==> src/common/lipm_pkg.sv <==
// Package of constants for the indicator and shared interrupt pin multiplexer
package lipm_pkg;
  // Register offsets (word addresses on the plain register port)
  localparam logic [3:0] WAKE_CTRL_ADDR   = 4'h0;
  localparam logic [3:0] PIN_STATUS_ADDR  = 4'h1;
  // Function-select field positions inside the wake control register
  localparam int         ONE_SEL_LSB      = 0;
  localparam int         TWO_SEL_LSB      = 2;
  localparam int         SEL_W            = 2;
  // Function-select codes
  localparam logic [1:0] FSEL_DEFAULT     = 2'h0;
  localparam logic [1:0] FSEL_IRQ         = 2'h1;
  localparam logic [1:0] FSEL_WAKE        = 2'h2;
  localparam logic [1:0] FSEL_LINK_ACT    = 2'h3;
  // Reset values
  localparam logic [3:0] WAKE_CTRL_RESET  = 4'h0;
  // Blink half period of the activity indicator
  localparam int         CLK_MHZ          = 250;
  localparam int         BLINK_HALF_MS    = 50;
  localparam int         BLINK_HALF_CYC   = BLINK_HALF_MS * 1000 * CLK_MHZ;
  // Shared pin modes
  typedef enum logic [0:0] {
    MODE_TX_ERROR = 1'b0,
    MODE_IRQ_OUT  = 1'b1
  } lipm_mode_type;
endpackage

==> src/rtl/lipm_sync3.sv <==
// Three-stage input synchroniser with agreement check on the last two stages
`timescale 1ns/1ps
module lipm_sync3 #(
  parameter logic RESET_VAL = 1'b0
) (
  // Clock and reset
  input  wire logic clk,
  input  wire logic rst_n,
  // Asynchronous input and settled level
  input  wire logic async_in,
  output logic      level_out
);
  logic s1_q;
  logic s2_q;
  logic s3_q;

  // Stage chain; only the second stage reads the first
  always_ff @(posedge clk) begin
    if (!rst_n) begin
      s1_q <= RESET_VAL;
      s2_q <= RESET_VAL;
      s3_q <= RESET_VAL;
    end else begin
      s1_q <= async_in;
      s2_q <= s1_q;
      s3_q <= s2_q;
    end
  end

  // Change accepted only once stages two and three agree
  always_ff @(posedge clk) begin
    if (!rst_n) begin
      level_out <= RESET_VAL;
    end else if (s2_q == s3_q) begin
      level_out <= s3_q;
    end
  end
endmodule

==> src/rtl/lipm_pin_mux.sv <==
// Indicator and shared interrupt pin function multiplexer
// How it works
// - Latch irq strap at power-on and reset release
// - Irq select has no default; mode comes from the synchronised strap pin level
// - High strap interrupt output, low strap tx-error
// - Each indicator function from own select field
// - Indicator one: on with link, blinks on carrier
// - Indicator two: on at 100 unless isolated, off otherwise
// - Indicator one starts as link/activity after reset
// - Indicator two starts as link speed after reset
// - Indicator two may duplicate the interrupt output
// - Code 11b gives indicator two link/activity
// - Indicator one polarity from regulator strap
// - Indicator two polarity from irq select strap
// - High-strapped pin rests deasserted awaiting wake
// - Code 10b makes indicator a wake output
`timescale 1ns/1ps
module lipm_pin_mux
  import lipm_pkg::*;
#(
  parameter int         BLINK_HALF  = lipm_pkg::BLINK_HALF_CYC,
  parameter logic [1:0] SEL_DEFAULT = lipm_pkg::FSEL_DEFAULT,
  parameter logic [1:0] SEL_IRQ     = lipm_pkg::FSEL_IRQ
) (
  // Clock and reset
  input  wire logic       REF_CLK,
  input  wire logic       RESETN,
  // Register port
  input  wire logic [3:0] REG_ADDR,
  input  wire logic [3:0] REG_WDATA,
  input  wire logic       REG_WR,
  input  wire logic       REG_RD,
  output logic [3:0]      REG_RDATA,
  // Strap pins seen on the shared indicator pins during reset
  input  wire logic       IRQ_PIN_SELECT_STRAP,
  input  wire logic       REGULATOR_OFF_STRAP,
  // Core status
  input  wire logic       LINK_UP,
  input  wire logic       CARRIER_SENSE,
  input  wire logic       SPEED_100,
  input  wire logic       LINE_ISOLATED,
  input  wire logic       IRQ_ACTIVE,
  input  wire logic       WAKE_ACTIVE,
  // Shared interrupt / transmit-error pin
  input  wire logic       SHARED_PIN_IN,
  output logic            IRQ_REQUEST_LOW_O,
  output logic            IRQ_REQUEST_LOW_OE,
  output logic            TX_ERROR_INPUT,
  output logic            TX_SYMBOL_BIT_FOUR,
  // Indicator pins
  output logic            INDICATOR_ONE,
  output logic            INDICATOR_TWO,
  output logic            SHARED_PIN_MODE
);
  import lipm_pkg::*;

  localparam int BW = $clog2(BLINK_HALF + 1);

  logic          irq_strap_s;
  logic          reg_strap_s;
  logic          shared_in_s;
  logic          resetn_d1_q;
  logic          strap_take;
  lipm_mode_type mode_q;
  logic          one_pol_low_q;
  logic [1:0]    one_sel_q;
  logic [1:0]    two_sel_q;
  logic [BW-1:0] blink_cnt_q;
  logic          blink_q;
  logic          link_act;
  logic          one_act;
  logic          two_act;

  // Strap pins are asynchronous to the transceiver clock
  lipm_sync3 #(.RESET_VAL(1'b1)) u_sync_irqsel (
    .clk       (REF_CLK),
    .rst_n     (1'b1),
    .async_in  (IRQ_PIN_SELECT_STRAP),
    .level_out (irq_strap_s)
  );
  lipm_sync3 #(.RESET_VAL(1'b0)) u_sync_regulator_off_strap (
    .clk       (REF_CLK),
    .rst_n     (1'b1),
    .async_in  (REGULATOR_OFF_STRAP),
    .level_out (reg_strap_s)
  );
  lipm_sync3 #(.RESET_VAL(1'b0)) u_sync_shared (
    .clk       (REF_CLK),
    .rst_n     (RESETN),
    .async_in  (SHARED_PIN_IN),
    .level_out (shared_in_s)
  );

  // Remember reset to find its release edge; only a low-to-high change of RESETN counts as a release
  always_ff @(posedge REF_CLK) begin
    resetn_d1_q <= RESETN;
  end
  assign strap_take = !RESETN;

  // Straps track the pins while reset is held, so the value at release is kept
  always_ff @(posedge REF_CLK) begin
    if (strap_take) begin
      mode_q        <= lipm_mode_type'(irq_strap_s);
      one_pol_low_q <= reg_strap_s;
    end
  end

  // Wake control register: function selects, default link functions
  always_ff @(posedge REF_CLK) begin
    if (!RESETN) begin
      one_sel_q <= SEL_DEFAULT;
      two_sel_q <= SEL_DEFAULT;
    end else if (REG_WR && REG_ADDR == WAKE_CTRL_ADDR) begin
      one_sel_q <= REG_WDATA[ONE_SEL_LSB +: SEL_W];
      two_sel_q <= REG_WDATA[TWO_SEL_LSB +: SEL_W];
    end
  end

  // Read data one cycle after the strobe; unmapped reads give zero
  always_ff @(posedge REF_CLK) begin
    if (!RESETN) begin
      REG_RDATA <= 4'h0;
    end else if (REG_RD) begin
      case (REG_ADDR)
        WAKE_CTRL_ADDR:  REG_RDATA <= {two_sel_q, one_sel_q};
        PIN_STATUS_ADDR: REG_RDATA <= {1'b0, one_pol_low_q, irq_strap_s, mode_q};
        default:         REG_RDATA <= 4'h0;
      endcase
    end else begin
      REG_RDATA <= 4'h0;
    end
  end

  // Blink divider runs only with carrier so the lamp restarts lit
  always_ff @(posedge REF_CLK) begin
    if (!RESETN || !CARRIER_SENSE) begin
      blink_cnt_q <= '0;
      blink_q     <= 1'b0;
    end else if (blink_cnt_q == BW'(BLINK_HALF - 1)) begin
      blink_cnt_q <= '0;
      blink_q     <= !blink_q;
    end else begin
      blink_cnt_q <= blink_cnt_q + 1'b1;
    end
  end

  // Link/activity: steady with link, toggled while carrier is up
  assign link_act = LINK_UP && !(CARRIER_SENSE && blink_q);

  // Function choice per indicator; interrupt and wake are asserted-active
  always_comb begin
    case (one_sel_q)
      FSEL_WAKE:   one_act = WAKE_ACTIVE;
      SEL_IRQ:     one_act = IRQ_ACTIVE;
      default:     one_act = link_act;
    endcase
    case (two_sel_q)
      FSEL_WAKE:     two_act = WAKE_ACTIVE;
      SEL_IRQ:       two_act = IRQ_ACTIVE;
      FSEL_LINK_ACT: two_act = link_act;
      default:       two_act = SPEED_100 && !LINE_ISOLATED;
    endcase
  end

  // Pin drive with strap polarity; idle level is the inactive level
  always_ff @(posedge REF_CLK) begin
    if (!RESETN) begin
      INDICATOR_ONE <= 1'b0;
      INDICATOR_TWO <= 1'b0;
    end else begin
      INDICATOR_ONE <= one_act ^ one_pol_low_q;
      INDICATOR_TWO <= two_act ^ mode_q;
    end
  end

  // Shared pin: driven low on interrupt and high otherwise in interrupt mode, input in tx-error mode
  always_ff @(posedge REF_CLK) begin
    if (!RESETN) begin
      IRQ_REQUEST_LOW_O  <= 1'b1;
      IRQ_REQUEST_LOW_OE <= 1'b0;
      TX_ERROR_INPUT     <= 1'b0;
      TX_SYMBOL_BIT_FOUR <= 1'b0;
      SHARED_PIN_MODE    <= 1'b1;
    end else begin
      SHARED_PIN_MODE    <= mode_q;
      IRQ_REQUEST_LOW_O  <= !IRQ_ACTIVE;
      IRQ_REQUEST_LOW_OE <= (mode_q == MODE_IRQ_OUT);
      TX_ERROR_INPUT     <= (mode_q == MODE_TX_ERROR) && shared_in_s;
      TX_SYMBOL_BIT_FOUR <= (mode_q == MODE_TX_ERROR) && shared_in_s;
    end
  end
endmodule

==> config.mk <==
export PLATFORM = sky130hd
export DESIGN_NAME = lipm_pin_mux
export DESIGN_NICKNAME = d
export VERILOG_FILES = /design/src/common/lipm_pkg.sv /design/src/rtl/lipm_sync3.sv /design/src/rtl/lipm_pin_mux.sv
export SDC_FILE = /design/constraint.sdc
export NUM_CORES = 1
export LEC_CHECK = 0
export ABC_AREA = 1
export BUFFER_PORTS_ARGS = -buffer_cell sky130_fd_sc_hd__buf_2
export CAP_MARGIN = 15
export CORE_MARGIN = 5
export CORE_UTILIZATION = 40
export CTS_CLUSTER_DIAMETER = 80
export DETAILED_ROUTE_END_ITERATION = 10
export SETUP_SLACK_MARGIN = 0.05
export SYNTH_ARGS = -nofsm -noshare
export SYNTH_HDL_FRONTEND = slang
export SYNTH_HIERARCHICAL = 1
export SYNTH_SLANG_ARGS = --single-unit
==> constraint.sdc <==
create_clock -name REF_CLK -period 1.5 [get_ports REF_CLK]
set_input_delay 0.15 -clock REF_CLK [delete_from_list [all_inputs] [get_ports REF_CLK]]
set_output_delay 0.15 -clock REF_CLK [all_outputs]
set_load 0.02 [all_outputs]
==> results.md, run 1 <==
- Non-filler cells, final: 464
- Final min period: roughly 1.4 ns
- Tcrit/Tclk final: 92.40%
- Setup_tns: 0 ns
- Static Leak: 1.245 nW
- CTS tree: done
- Fin. max-slew vios: 0
- Adder-cell share of the synthesized area: 1.541%
- Initial antenna violation count: 0
- Cell Pwr Density: ~850 mW/mm^2
- CP delay by family, top: simple AND/OR/NAND/NOR gates
- WL/cell: ~11 microns
- Hold_ws: 0.02746 ns
- Synthesized netlist cell count: 325
- Maxcap violations: 0
- Routability Congestion: a little over 0.8
- First-pass GRT wire length: between 8000 and 9000 microns
- Die H: 88.04 microns
- Pin count of the biggest net entering global routing: 23
- Post-Place Cells: 450
- Core ar.: approximately 0.006 sq mm
- CP peak stage delay: 0.37 ns
- Worst slew pin tran: approximately 0.58 ns
- RSZ-0062 raised after global routing: false
- Mux cell area share after synthesis: 0%
- Setup crit end kind: flip-flop
- Port Buffers: 31
- DR vias/cell: ~4.5
- Slowest stage cell, crit path: dfxtp_2
- Commonest non-fill, non-tap cell in the layout: nand2_1
- Synth warnings: 6
- Seq pwr share: between 50% and 60%
- Kind of critical path: flip-flop to flip-flop
- Clk sinks: 53
- Die W: 88.04 microns
- Crit Path Max Fanout: 6
- Mapped Avg Cell Area: 7.496 sq um
- Net Sw Frac: approximately 22%
- Fin. Hold Viols: 0
- CP startpoint kind: flip-flop
- Critical Path AT: ~1.6 ns
- Fmax: 721.5 MHz
- CTS max path bufs: 2
- Seq cells post-synth: 53
- Critical Path RT: 1.71 ns
- Synth Area in Compound Gates: 6.317%
- Switch Pwr: between 0.0005 and 0.0006 W
- Comb pwr share: 5.5%
- I/O pin cnt: 32
- Layout area overhead: 23.63%
- Worst-path clk slew: about 0.090 ns
- VDD IR max: 0.0005698 V
- Final setup viols: 0
- Pint: between 0.0015 and 0.002 W
- Vias post-DR: 2,110
- Clock buffer count from CTS: 5
- Post-synthesis simple-gate area fraction: 36.36%
- Row count: 28
- Slew HR: approximately three fifths
- Largest family of logic cells by synthesized area: simple AND/OR/NAND/NOR gates
- Buf/Inv on CP: 1
- Initial Utilization: between 40% and 50%
- Worst Skew: ~0.0033 ns
- Final wirelength: roughly 5200 microns
- Post-DRT Antenna Nets: 0
- ANT cells: 0
- Yosys cell types: 33
- Outcome: finished clean
- CP cell instances: ha_4 > nand2_4 > inv_4 > nand2_4 > nor2_4 > nand3_4 > nand2_4 > nor2_2
- Share of cells above drive strength 1: 26.48%
- Vias in the first global route: ~2,000
- Clock share of power: a little under two fifths
- H-tree Lvls: 2
- Drt first-iter violations: 122
- Post-Synth XOR/XNOR Area: 2.876%
- Hold WC Path Type: primary input to flip-flop
- Clock tree root driver cell: clkbuf_8
- Most frequent cells in the layout: 86 x nand2_1, 47 x dfxtp_1, 39 x inv_1
- Post-route DRC: 0
- Post-DP HPWL: 3886 microns
- Clock latency on the worst-skew pair: 0.31 ns
- TritonRoute pass-1 iters: 4
- CP dominant cell by count: nand2_4
- Die ar.: 0.007751 sq mm
- Global route overflow: 0
- GRT Total Usage: 13.86%
- Seq/Total Area, Yosys: 44.38%
- Total Nets Final: 412
- Mapped Area: 0.002436 sq mm
layer usage:
| metal | wire length (microns) | vias to the layer above | share of wire (%) | GRT usage, % |
|---|---|---|---|---|
| li1 | - | 1121 | - | - |
| met1 | 2399 | 954 | 46 | 17.76 |
| met2 | 2543 | 30 | 49 | 23.29 |
| met3 | 216 | 5 | 4.1 | 3.198 |
| met4 | 63 | 0 | 1.2 | 4.121 |
| met5 | 0 | - | 0 | 0 |
worst paths after layout:
path / slack, ns / to / startpoint / cells after the start
worst max-delay path: 0.11 / blink_cnt_q[17] / blink_cnt_q[1] / 8
worst min-delay path: 0.03 / u_sync_shared/s1_q / SHARED_PIN_IN / 3
worst max register to register: 0.11 / blink_cnt_q[17] / blink_cnt_q[1] / 8
worst min register to register: 0.41 / u_sync_irqsel/s2_q / u_sync_irqsel/s1_q / 2
logic make-up (layout without fill, tap and decap cells):
kind of cell	after synthesis	count (layout)
DFF	53	53
buffers and inverters	47	101
adders and majority gates	3	3
and+or+nand+nor	184	187
xor gates and xnor gates	8	8
AOI/OAI and AO/OA	29	29
other	1	8
per-stage QoR:
step | worst slack (ns) | instance area (sq um) | power (W) | util [%]
2_1_floorplan | 0.1076 | 2462 | 0.001555 | -
5_1_grt | 0.02405 | 3012 | 0.002677 | 50.87
4_1_cts | 0.1018 | 2919 | 0.002583 | 49.30
3_3_place_gp | 0.06121 | 2789 | 0.001603 | 47.10
3_5_place_dp | 0.02801 | 2789 | 0.001605 | 47.10
6_report | 0.1139 | 3012 | 0.002566 | 50.87
flip-flops by register name, summed over array words and instances (netlist names), 2 cells and up:
register     count
REG_RDATA        4
two_sel_q        2
blink_cnt_q     24
one_sel_q        2
layout make-up:
class                      instances  area, sq um
inverter                          43        163.9
tap                               75        93.84
clock inverter                     2        38.79
timing repair buffer              50        300.3
clock buffer                       6        72.57
multi-input combinational        235         1256
sequential                        53         1086
fill                             603         2909
power groups by stage:
stage / clock (W) / combinational, W / sequential (W)
5_1_grt: 0.00107 / 0.000160 / 0.00145
6_report: 0.000977 / 0.000141 / 0.00145
2_1_floorplan: 0 / 0.0000666 / 0.00149
3_3_place_gp: 0 / 0.000124 / 0.00148
4_1_cts: 0.00101 / 0.000130 / 0.00145
3_5_place_dp: 0 / 0.000126 / 0.00148
tightest hold or removal path: cells and delay by family:
| kind | cells | cell delay (ns) |
|---|---|---|
| AND/OR/NAND/NOR | 1 | 0.04 |
| buffers and inverters | 2 | 0.12 |
synthesized netlist by cell type:
master	n	share of area [%]
o21ai_1	2	0.41
buf_4	1	0.31
dfxtp_1	51	42
inv_1	39	6.0
nand2_4	1	0.46
nor3_1	2	0.41
o21ai_0	4	0.82
nand3_2	2	0.82
nor2_4	4	1.8
xor2_1	4	1.4
nor2_2	15	3.9
nor2_1	36	5.5
clkbuf_1	1	0.15
nand3_1	19	3.9
nand2_1	87	13
nand2_2	6	1.5
inv_2	4	0.62
nand3_4	1	0.72
and2_1	1	0.26
nand3b_1	3	0.92
conb_1	1	0.15
ha_1	3	1.5
or2_2	1	0.26
nor3b_1	1	0.31
nand4_1	3	0.77
a21oi_2	1	0.36
buf_6	1	0.46
o21bai_1	2	0.62
buf_12	1	0.82
a21oi_1	20	4.1
nor3_4	2	1.3
xnor2_1	4	1.4
edfxtp_1	2	2.5
timing repair:
action / 4_1_cts / 5_1_grt
hold buffers: 1 / 0
setup buffers: 0 / 2
setup endpoints to repair: 17 / 23
endpoints found under the hold margin: 1 / 0
resized for setup: 1 / 12
pin swaps: 0 / 6
gates cloned: 0 / 3
No activity file was read; power rests on OpenSTA's default activity.
==> inputs of run 2 (changes only) <==
RECOVER_POWER = 100   (was unset)
==> run 2 against run 1 <==
Combinational power shrank 9.9%. Worst hold slack about the same. Critical path depth shrank 2. Non-clock buffer count did not move. Setup slack better by 0.011 ns. Clock skew up 0.0011 ns. First-iteration DRC count down 33%. Clock power about the same. Maximum frequency rose by 0.78%. Critical path type unchanged. Largest power group unchanged.
==> results.md, run 2 (synthesis results as in run 1) <==
- Buf/Inv on CP: 2
- Total Nets Final: 412
- Cell Pwr Density: 869.6 mW/mm^2
- Vias in the first global route: 1,993
- CP startpoint kind: flip-flop
- Pint: 0.001987 W
- Crit Path Max Fanout: 4
- Static Leak: 1.183 nW
- Hold EP: u_sync_shared/s1_q
- Post-DP Area: 0.002789 sq mm
- Design Area, Final: 0.002933 sq mm
- Die ar.: about 0.0078 sq mm
- Port Buffers: 31
- CP peak stage delay: 0.41 ns
- Post-DP HPWL: 3886 microns
- Hold_ws: 0.02697 ns
- Post-route DRC: 0
- CP cell instances: inv_1 > ha_1 > inv_1 > o21ai_0 > o21ai_0 > a21oi_1
- Worst slew pin tran: just over 0.5 ns
- Net Sw Frac: 22.09%
- DR vias/cell: 4.578
- GRT Total Usage: 13.86%
- TritonRoute pass-1 iters: 4
- Total power: ~0.0026 W
- Tcrit/Tclk final: 91.68%
- Vias post-DR: about 2,100
- First-pass GRT wire length: 8514 microns
- Row count: 28
- Critical Path AT: 1.62 ns
- CTS tree: done
- Fin. max-slew vios: 0
- Global route overflow: 0
- Clock buffer count from CTS: 5
- I/O pin cnt: 32
- Clk sinks: 53
- Final setup viols: 0
- Hold path cells: 3
- Fin. Hold Viols: 0
- Setup crit end kind: flip-flop
- Slowest stage cell, crit path: dfxtp_1
- Kind of critical path: flip-flop to flip-flop
- Worst-path clk slew: 0.09 ns
- Layout area overhead: 20.39%
- Most frequent cells in the layout: 88 x nand2_1, 47 x dfxtp_1, 39 x inv_1
- Reg2reg start: one_sel_q[0]
- CTS max path bufs: 2
- Fmax: 727.1 MHz
- Worst Skew: 0.004442 ns
- ANT cells: 0
- Outcome: finished clean
- Slew HR: 65.53%
- Worst reg-to-reg path cell count: 6
- Largest register by flop count: blink_cnt_q
- Hold WC Path Type: primary input to flip-flop
- H-tree Lvls: 2
- Post-DRT Antenna Nets: 0
- RR Endpoint: INDICATOR_ONE
- Maxcap violations: 0
- Die W: 88.04 microns
- Critical Path RT: 1.75 ns
- WL/cell: around 11 microns
- Setup_tns: 0 ns
- Initial Utilization: 41.15%
- Initial antenna violation count: 0
- Die H: between 80 and 90 microns
- Hold path startpoint: SHARED_PIN_IN
- Clock share of power: 38.3%
- RSZ-0062 raised after global routing: false
- Pin count of the biggest net entering global routing: 23
- Switch Pwr: 0.0005635 W
- Comb pwr share: 5.0%
- Final wirelength: 5285 microns
- Commonest non-fill, non-tap cell in the layout: nand2_1
- Critical path origin: one_sel_q[0]
- Reg2Reg Setup Slack: 0.12 ns
- Seq pwr share: 56.8%
- Clock latency on the worst-skew pair: ~0.31 ns
- Share of cells above drive strength 1: around a fifth
- Routability Congestion: roughly 0.83
- Final min period: 1.375 ns
- Core ar.: 0.005921 sq mm
- Largest registers: blink_cnt_q: 24 flops, REG_RDATA: 4 flops
- CP delay by family, top: compound AO/OA/AOI/OAI gates
- Max FFs per register: 24
- VDD IR max: 0.0005685 V
- Drt first-iter violations: 82
- Clock tree root driver cell: clkbuf_8
## run 2: repair_timing
action                     in CTS  in global routing
gates cloned                    0                  3
setup buffers                   0                  2
setup endpoints to repair      17                 23
pin swaps                       0                  6
resized for setup               1                 12
hold buffers                    1                  0
hold endpoints to repair        1                  0
## run 2: how the worst max path moves through the flow
stage | end | slack, ns | depth (start not counted)
finish | INDICATOR_ONE | 0.12 | 6
global route | blink_cnt_q[14] | 0.03 | 8
CTS | blink_cnt_q[7] | 0.10 | 8
detailed placement | blink_cnt_q[7] | 0.03 | 8
global placement | blink_cnt_q[7] | 0.06 | 8
floorplan | blink_cnt_q[11] | 0.11 | 9
## run 2: worst register-to-register path, stage by stage, from the launching register on
cell and delay [ns]:
dfxtp_1 0.41, inv_1 0.06, ha_1 0.27, inv_1 0.04, o21ai_0 0.28, o21ai_0 0.13, a21oi_1 0.13
## run 2: power groups by stage
stage          clock network, W  registers (W)  logic [W]
5_1_grt                 0.00107        0.00145   0.000145
4_1_cts                 0.00101        0.00145   0.000130
3_3_place_gp                  0        0.00148   0.000124
2_1_floorplan                 0        0.00149  0.0000666
6_report               0.000976        0.00145   0.000127
3_5_place_dp                  0        0.00148   0.000126
## run 2: layout make-up
type,count,area [sq um]
clock buffers,6,72.57
clock inverters,2,38.79
fillers,612,2988
inverters,43,163.9
multi-input cells,235,1200
flip-flops and latches,53,1086
well taps,75,93.84
repair buffers,50,277.8
## run 2: routing by layer
metal	GRT usage, %	wire (microns)
met5	0	0
met4	4.121	63
met3	3.198	241
met2	23.29	2577
met1	17.76	2402
## run 2: metrics by stage
step | util, % | std cells | setup WS [ns]
floorplan | - | 332 | 0.1076
global placement | 47.10 | 450 | 0.06121
detailed placement | 47.10 | 450 | 0.02801
CTS | 49.30 | 459 | 0.1018
global route | 49.54 | 464 | 0.02575
finish | 49.54 | 464 | 0.1247
==> inputs of run 3 (changes only) <==
SYNTH_HIERARCHICAL = unset   (was 1)
==> run 3 against run 2 <==
Cell area shrank 5.2%. Count of clock-buffer cells in the layout is the same. Sequential power is essentially flat. Clock power grew 0.7%. Non-clock buffer count shrank 12. Register-to-register slack gained 0.04 ns. Global-route usage grew 0.26 points. Synthesized area shrank 2.4%. Synthesized cell count shrank 0.31%. Critical endpoint is now blink_cnt_q[18].
==> results.md, run 3 <==
- Global route overflow: 0
- Adder-cell share of the synthesized area: 1.578%
- Setup ws final: 0.1627 ns
- Worst Skew: a little under 0.007 ns
- Post-synth top area share: between 40% and 50%
- Mapped Nets: 348
- Largest family of logic cells by synthesized area: simple AND/OR/NAND/NOR gates
- Reg2reg start: blink_cnt_q[1]
- H-tree Lvls: 2
- ANT cells: 0
- Commonest non-fill, non-tap cell in the layout: nand2_1
- Ys flop type: dfxtp_1
- Clock tree root driver cell: clkbuf_8
- Synth warnings: 0
- RSZ-0062 raised after global routing: false
- Most frequent cells in the layout: 90 x nand2_1, 48 x nor2_1, 47 x dfxtp_1
- Post-Place Cells: 430
- TritonRoute pass-1 iters: 4
- Seq cells post-synth: 53
- Final min period: about 1.3 ns
- Post-DP Area: 0.002656 sq mm
- Setup crit end kind: flip-flop
- Clk sinks: 53
- Vias in the first global route: 1,932
- Worst reg-to-reg path cell count: 7
- Post-synthesis simple-gate area fraction: 34.67%
- I/O pin cnt: 32
- Die H: 87.11 microns
- Hold EP: u_sync_shared.s1_q
- CP peak stage delay: 0.38 ns
- Synthesized netlist cell count: 324
- Slew HR: 59.52%
- Post-DP HPWL: approximately 3800 microns
- Share of cells above drive strength 1: between 10% and 20%
- Post-route DRC: 0
- Max FFs per register: 24
- Synth Area in Compound Gates: 6.155%
- Hold WC Path Type: primary input to flip-flop
- Mapped Avg Cell Area: 7.341 sq um
- Pre-CTS setup slack: 0.09647 ns
- Hold path startpoint: SHARED_PIN_IN
- Clock latency on the worst-skew pair: approximately 0.31 ns
- Pin count of the biggest net entering global routing: 17
- Setup_tns: 0 ns
- Layout area overhead: 16.89%
- Top post-synthesis cells by area: dfxtp_1 41%, nand2_1 14%, nor2_1 7.9%
- Fin. max-slew vios: 0
- Non-filler cells, final: 441
- Worst slew pin tran: 0.6025 ns
- Mapped Area: 0.002379 sq mm
- Total Nets Final: 389
- CP startpoint kind: flip-flop
- Crit Path Max Fanout: 11
- Post-DRT Antenna Nets: 0
- WL/cell: about 11 microns
- Critical Path AT: 1.54 ns
- Design Area, Final: 0.002780 sq mm
- Initial antenna violation count: 0
- Yosys cell types: 26
- Slowest stage cell, crit path: dfxtp_2
- Static Leak: ~1 nW
- CTS tree: done
- Kind of critical path: flip-flop to flip-flop
- Clock buffer count from CTS: 5
- Fin. Hold Viols: 0
- Drt first-iter violations: 56
- Outcome: finished clean
- Die W: 87.11 microns
- GRT Total Usage: 14.12%
- Hold path cells: 3
- Cell accounting for the most synthesized area: dfxtp_1
- Fin util: 47.52%
- Mux cell area share after synthesis: 0%
- Largest registers: blink_cnt_q: 24 flops, REG_RDATA: 4 flops
- Vias post-DR: 2,047
- Tcrit/Tclk final: just under 90%
- Number of synthesized flops with an enable pin: 4
- Buf/Inv on CP: 1
- VDD IR max: 0.0004663 V
- Largest register by flop count: blink_cnt_q
- Maxcap violations: 0
- CP delay by family, top: simple AND/OR/NAND/NOR gates
- Fraction of registers with async set/reset: 0%
- Initial Utilization: 40.65%
- DR vias/cell: 4.642
- Core ar.: between 0.005 and 0.006 sq mm
- First-pass GRT wire length: between 8000 and 9000 microns
- Row count: 28
- Final setup viols: 0
- Critical Path RT: 1.71 ns
- Reg2Reg Setup Slack: 0.16 ns
- CTS max path bufs: 2
- Most common cell in the netlist: nand2_1
- Routability Congestion: 0.8526
- Seq/Total Area, Yosys: 46.29%
- Most frequent cells after synthesis: 90 x nand2_1, 50 x nor2_1, 49 x dfxtp_1, 38 x inv_1, 22 x a21oi_1
- Port Buffers: 31
- Worst-path clk slew: approximately 0.10 ns
- Post-Synth XOR/XNOR Area: 4.050%
- Instance count on the critical path: 7
- Final wirelength: 4960 microns
- CP cell instances: ha_4 > nand3_2 > nor2_2 > nand3_1 > nand2_2 > buf_12 > a21oi_1
- RR Endpoint: blink_cnt_q[18]
- Cell Pwr Density: 931.3 mW/mm^2
- Die ar.: 0.007588 sq mm
- Fmax: 747.8 MHz
run 3: cell types whose count changed in the layout (fill, tap and decap cells not counted), sizes merged, moves of 3 or more:
cell	before	now
nor2	55	58
conb	8	0
inv	43	39
nand2	97	93
nor3	4	1
buf	35	23
run 3: how the worst max path moves through the flow:
stage              startpoint  slack, ns               to
4_1_cts        blink_cnt_q[1]       0.08  blink_cnt_q[18]
3_5_place_dp   blink_cnt_q[1]        0.1  blink_cnt_q[18]
3_3_place_gp   blink_cnt_q[1]       0.15  blink_cnt_q[18]
5_1_grt        blink_cnt_q[8]       0.03  blink_cnt_q[15]
6_report       blink_cnt_q[1]       0.16  blink_cnt_q[18]
2_1_floorplan  blink_cnt_q[0]       0.20  blink_cnt_q[10]
run 3: kinds of logic after synthesis:
| kind of cell | after synthesis |
|---|---|
| AO/OA/AOI/OAI | 28 |
| XOR/XNOR | 11 |
| adder cells (fa/ha/maj) | 3 |
| buffers and inverters | 43 |
| flip-flops | 53 |
| AND/OR/NAND/NOR | 186 |
run 3: layout make-up:
type / instances / area, sq um
clock buffers: 6 / 72.57
clock inverters: 2 / 38.79
fillers: 599 / 3070
inverters: 39 / 146.4
multi-input cells: 228 / 1106
flip-flops and latches: 53 / 1104
well taps: 75 / 93.84
repair buffers: 38 / 219.0
run 3: layer usage:
layer	wire, microns	global-route usage [%]	vias to the layer above
met5	0	0	-
met4	74	5.021	0
met3	119	3.122	6
met2	2365	23.26	11
met1	2401	18.17	938
li1	-	-	1092
run 3: worst reg2reg max path, delay by kind of cell (launching register included):
family,cells,cell delay (ns)
simple gates,4,0.51
flops,1,0.38
fa+ha+maj,1,0.15
buf+inv,1,0.14
compound gates,1,0.05
run 3: timing repair:
| action | in CTS | in global routing |
|---|---|---|
| endpoints found under the setup margin | 0 | 24 |
| hold buffers | 2 | 0 |
| setup buffers | 0 | 1 |
| endpoints found under the hold margin | 2 | 0 |
| resized for setup | 0 | 7 |
run 3: where the power goes:
group,switching [W],internal (W)
Combinational,0.0000713,0.0000583
Clock,0.000481,0.000502
Sequential,0.0000177,0.00146
run 3: stage by stage:
step | total power, W | hold slack [ns]
3_5_place_dp | 0.001641 | 0.2541
6_report | 0.002589 | 0.02513
5_1_grt | 0.002710 | 0.02191
3_3_place_gp | 0.001639 | 0.2536
4_1_cts | 0.002629 | 0.01493
2_1_floorplan | 0.001573 | 0.1777
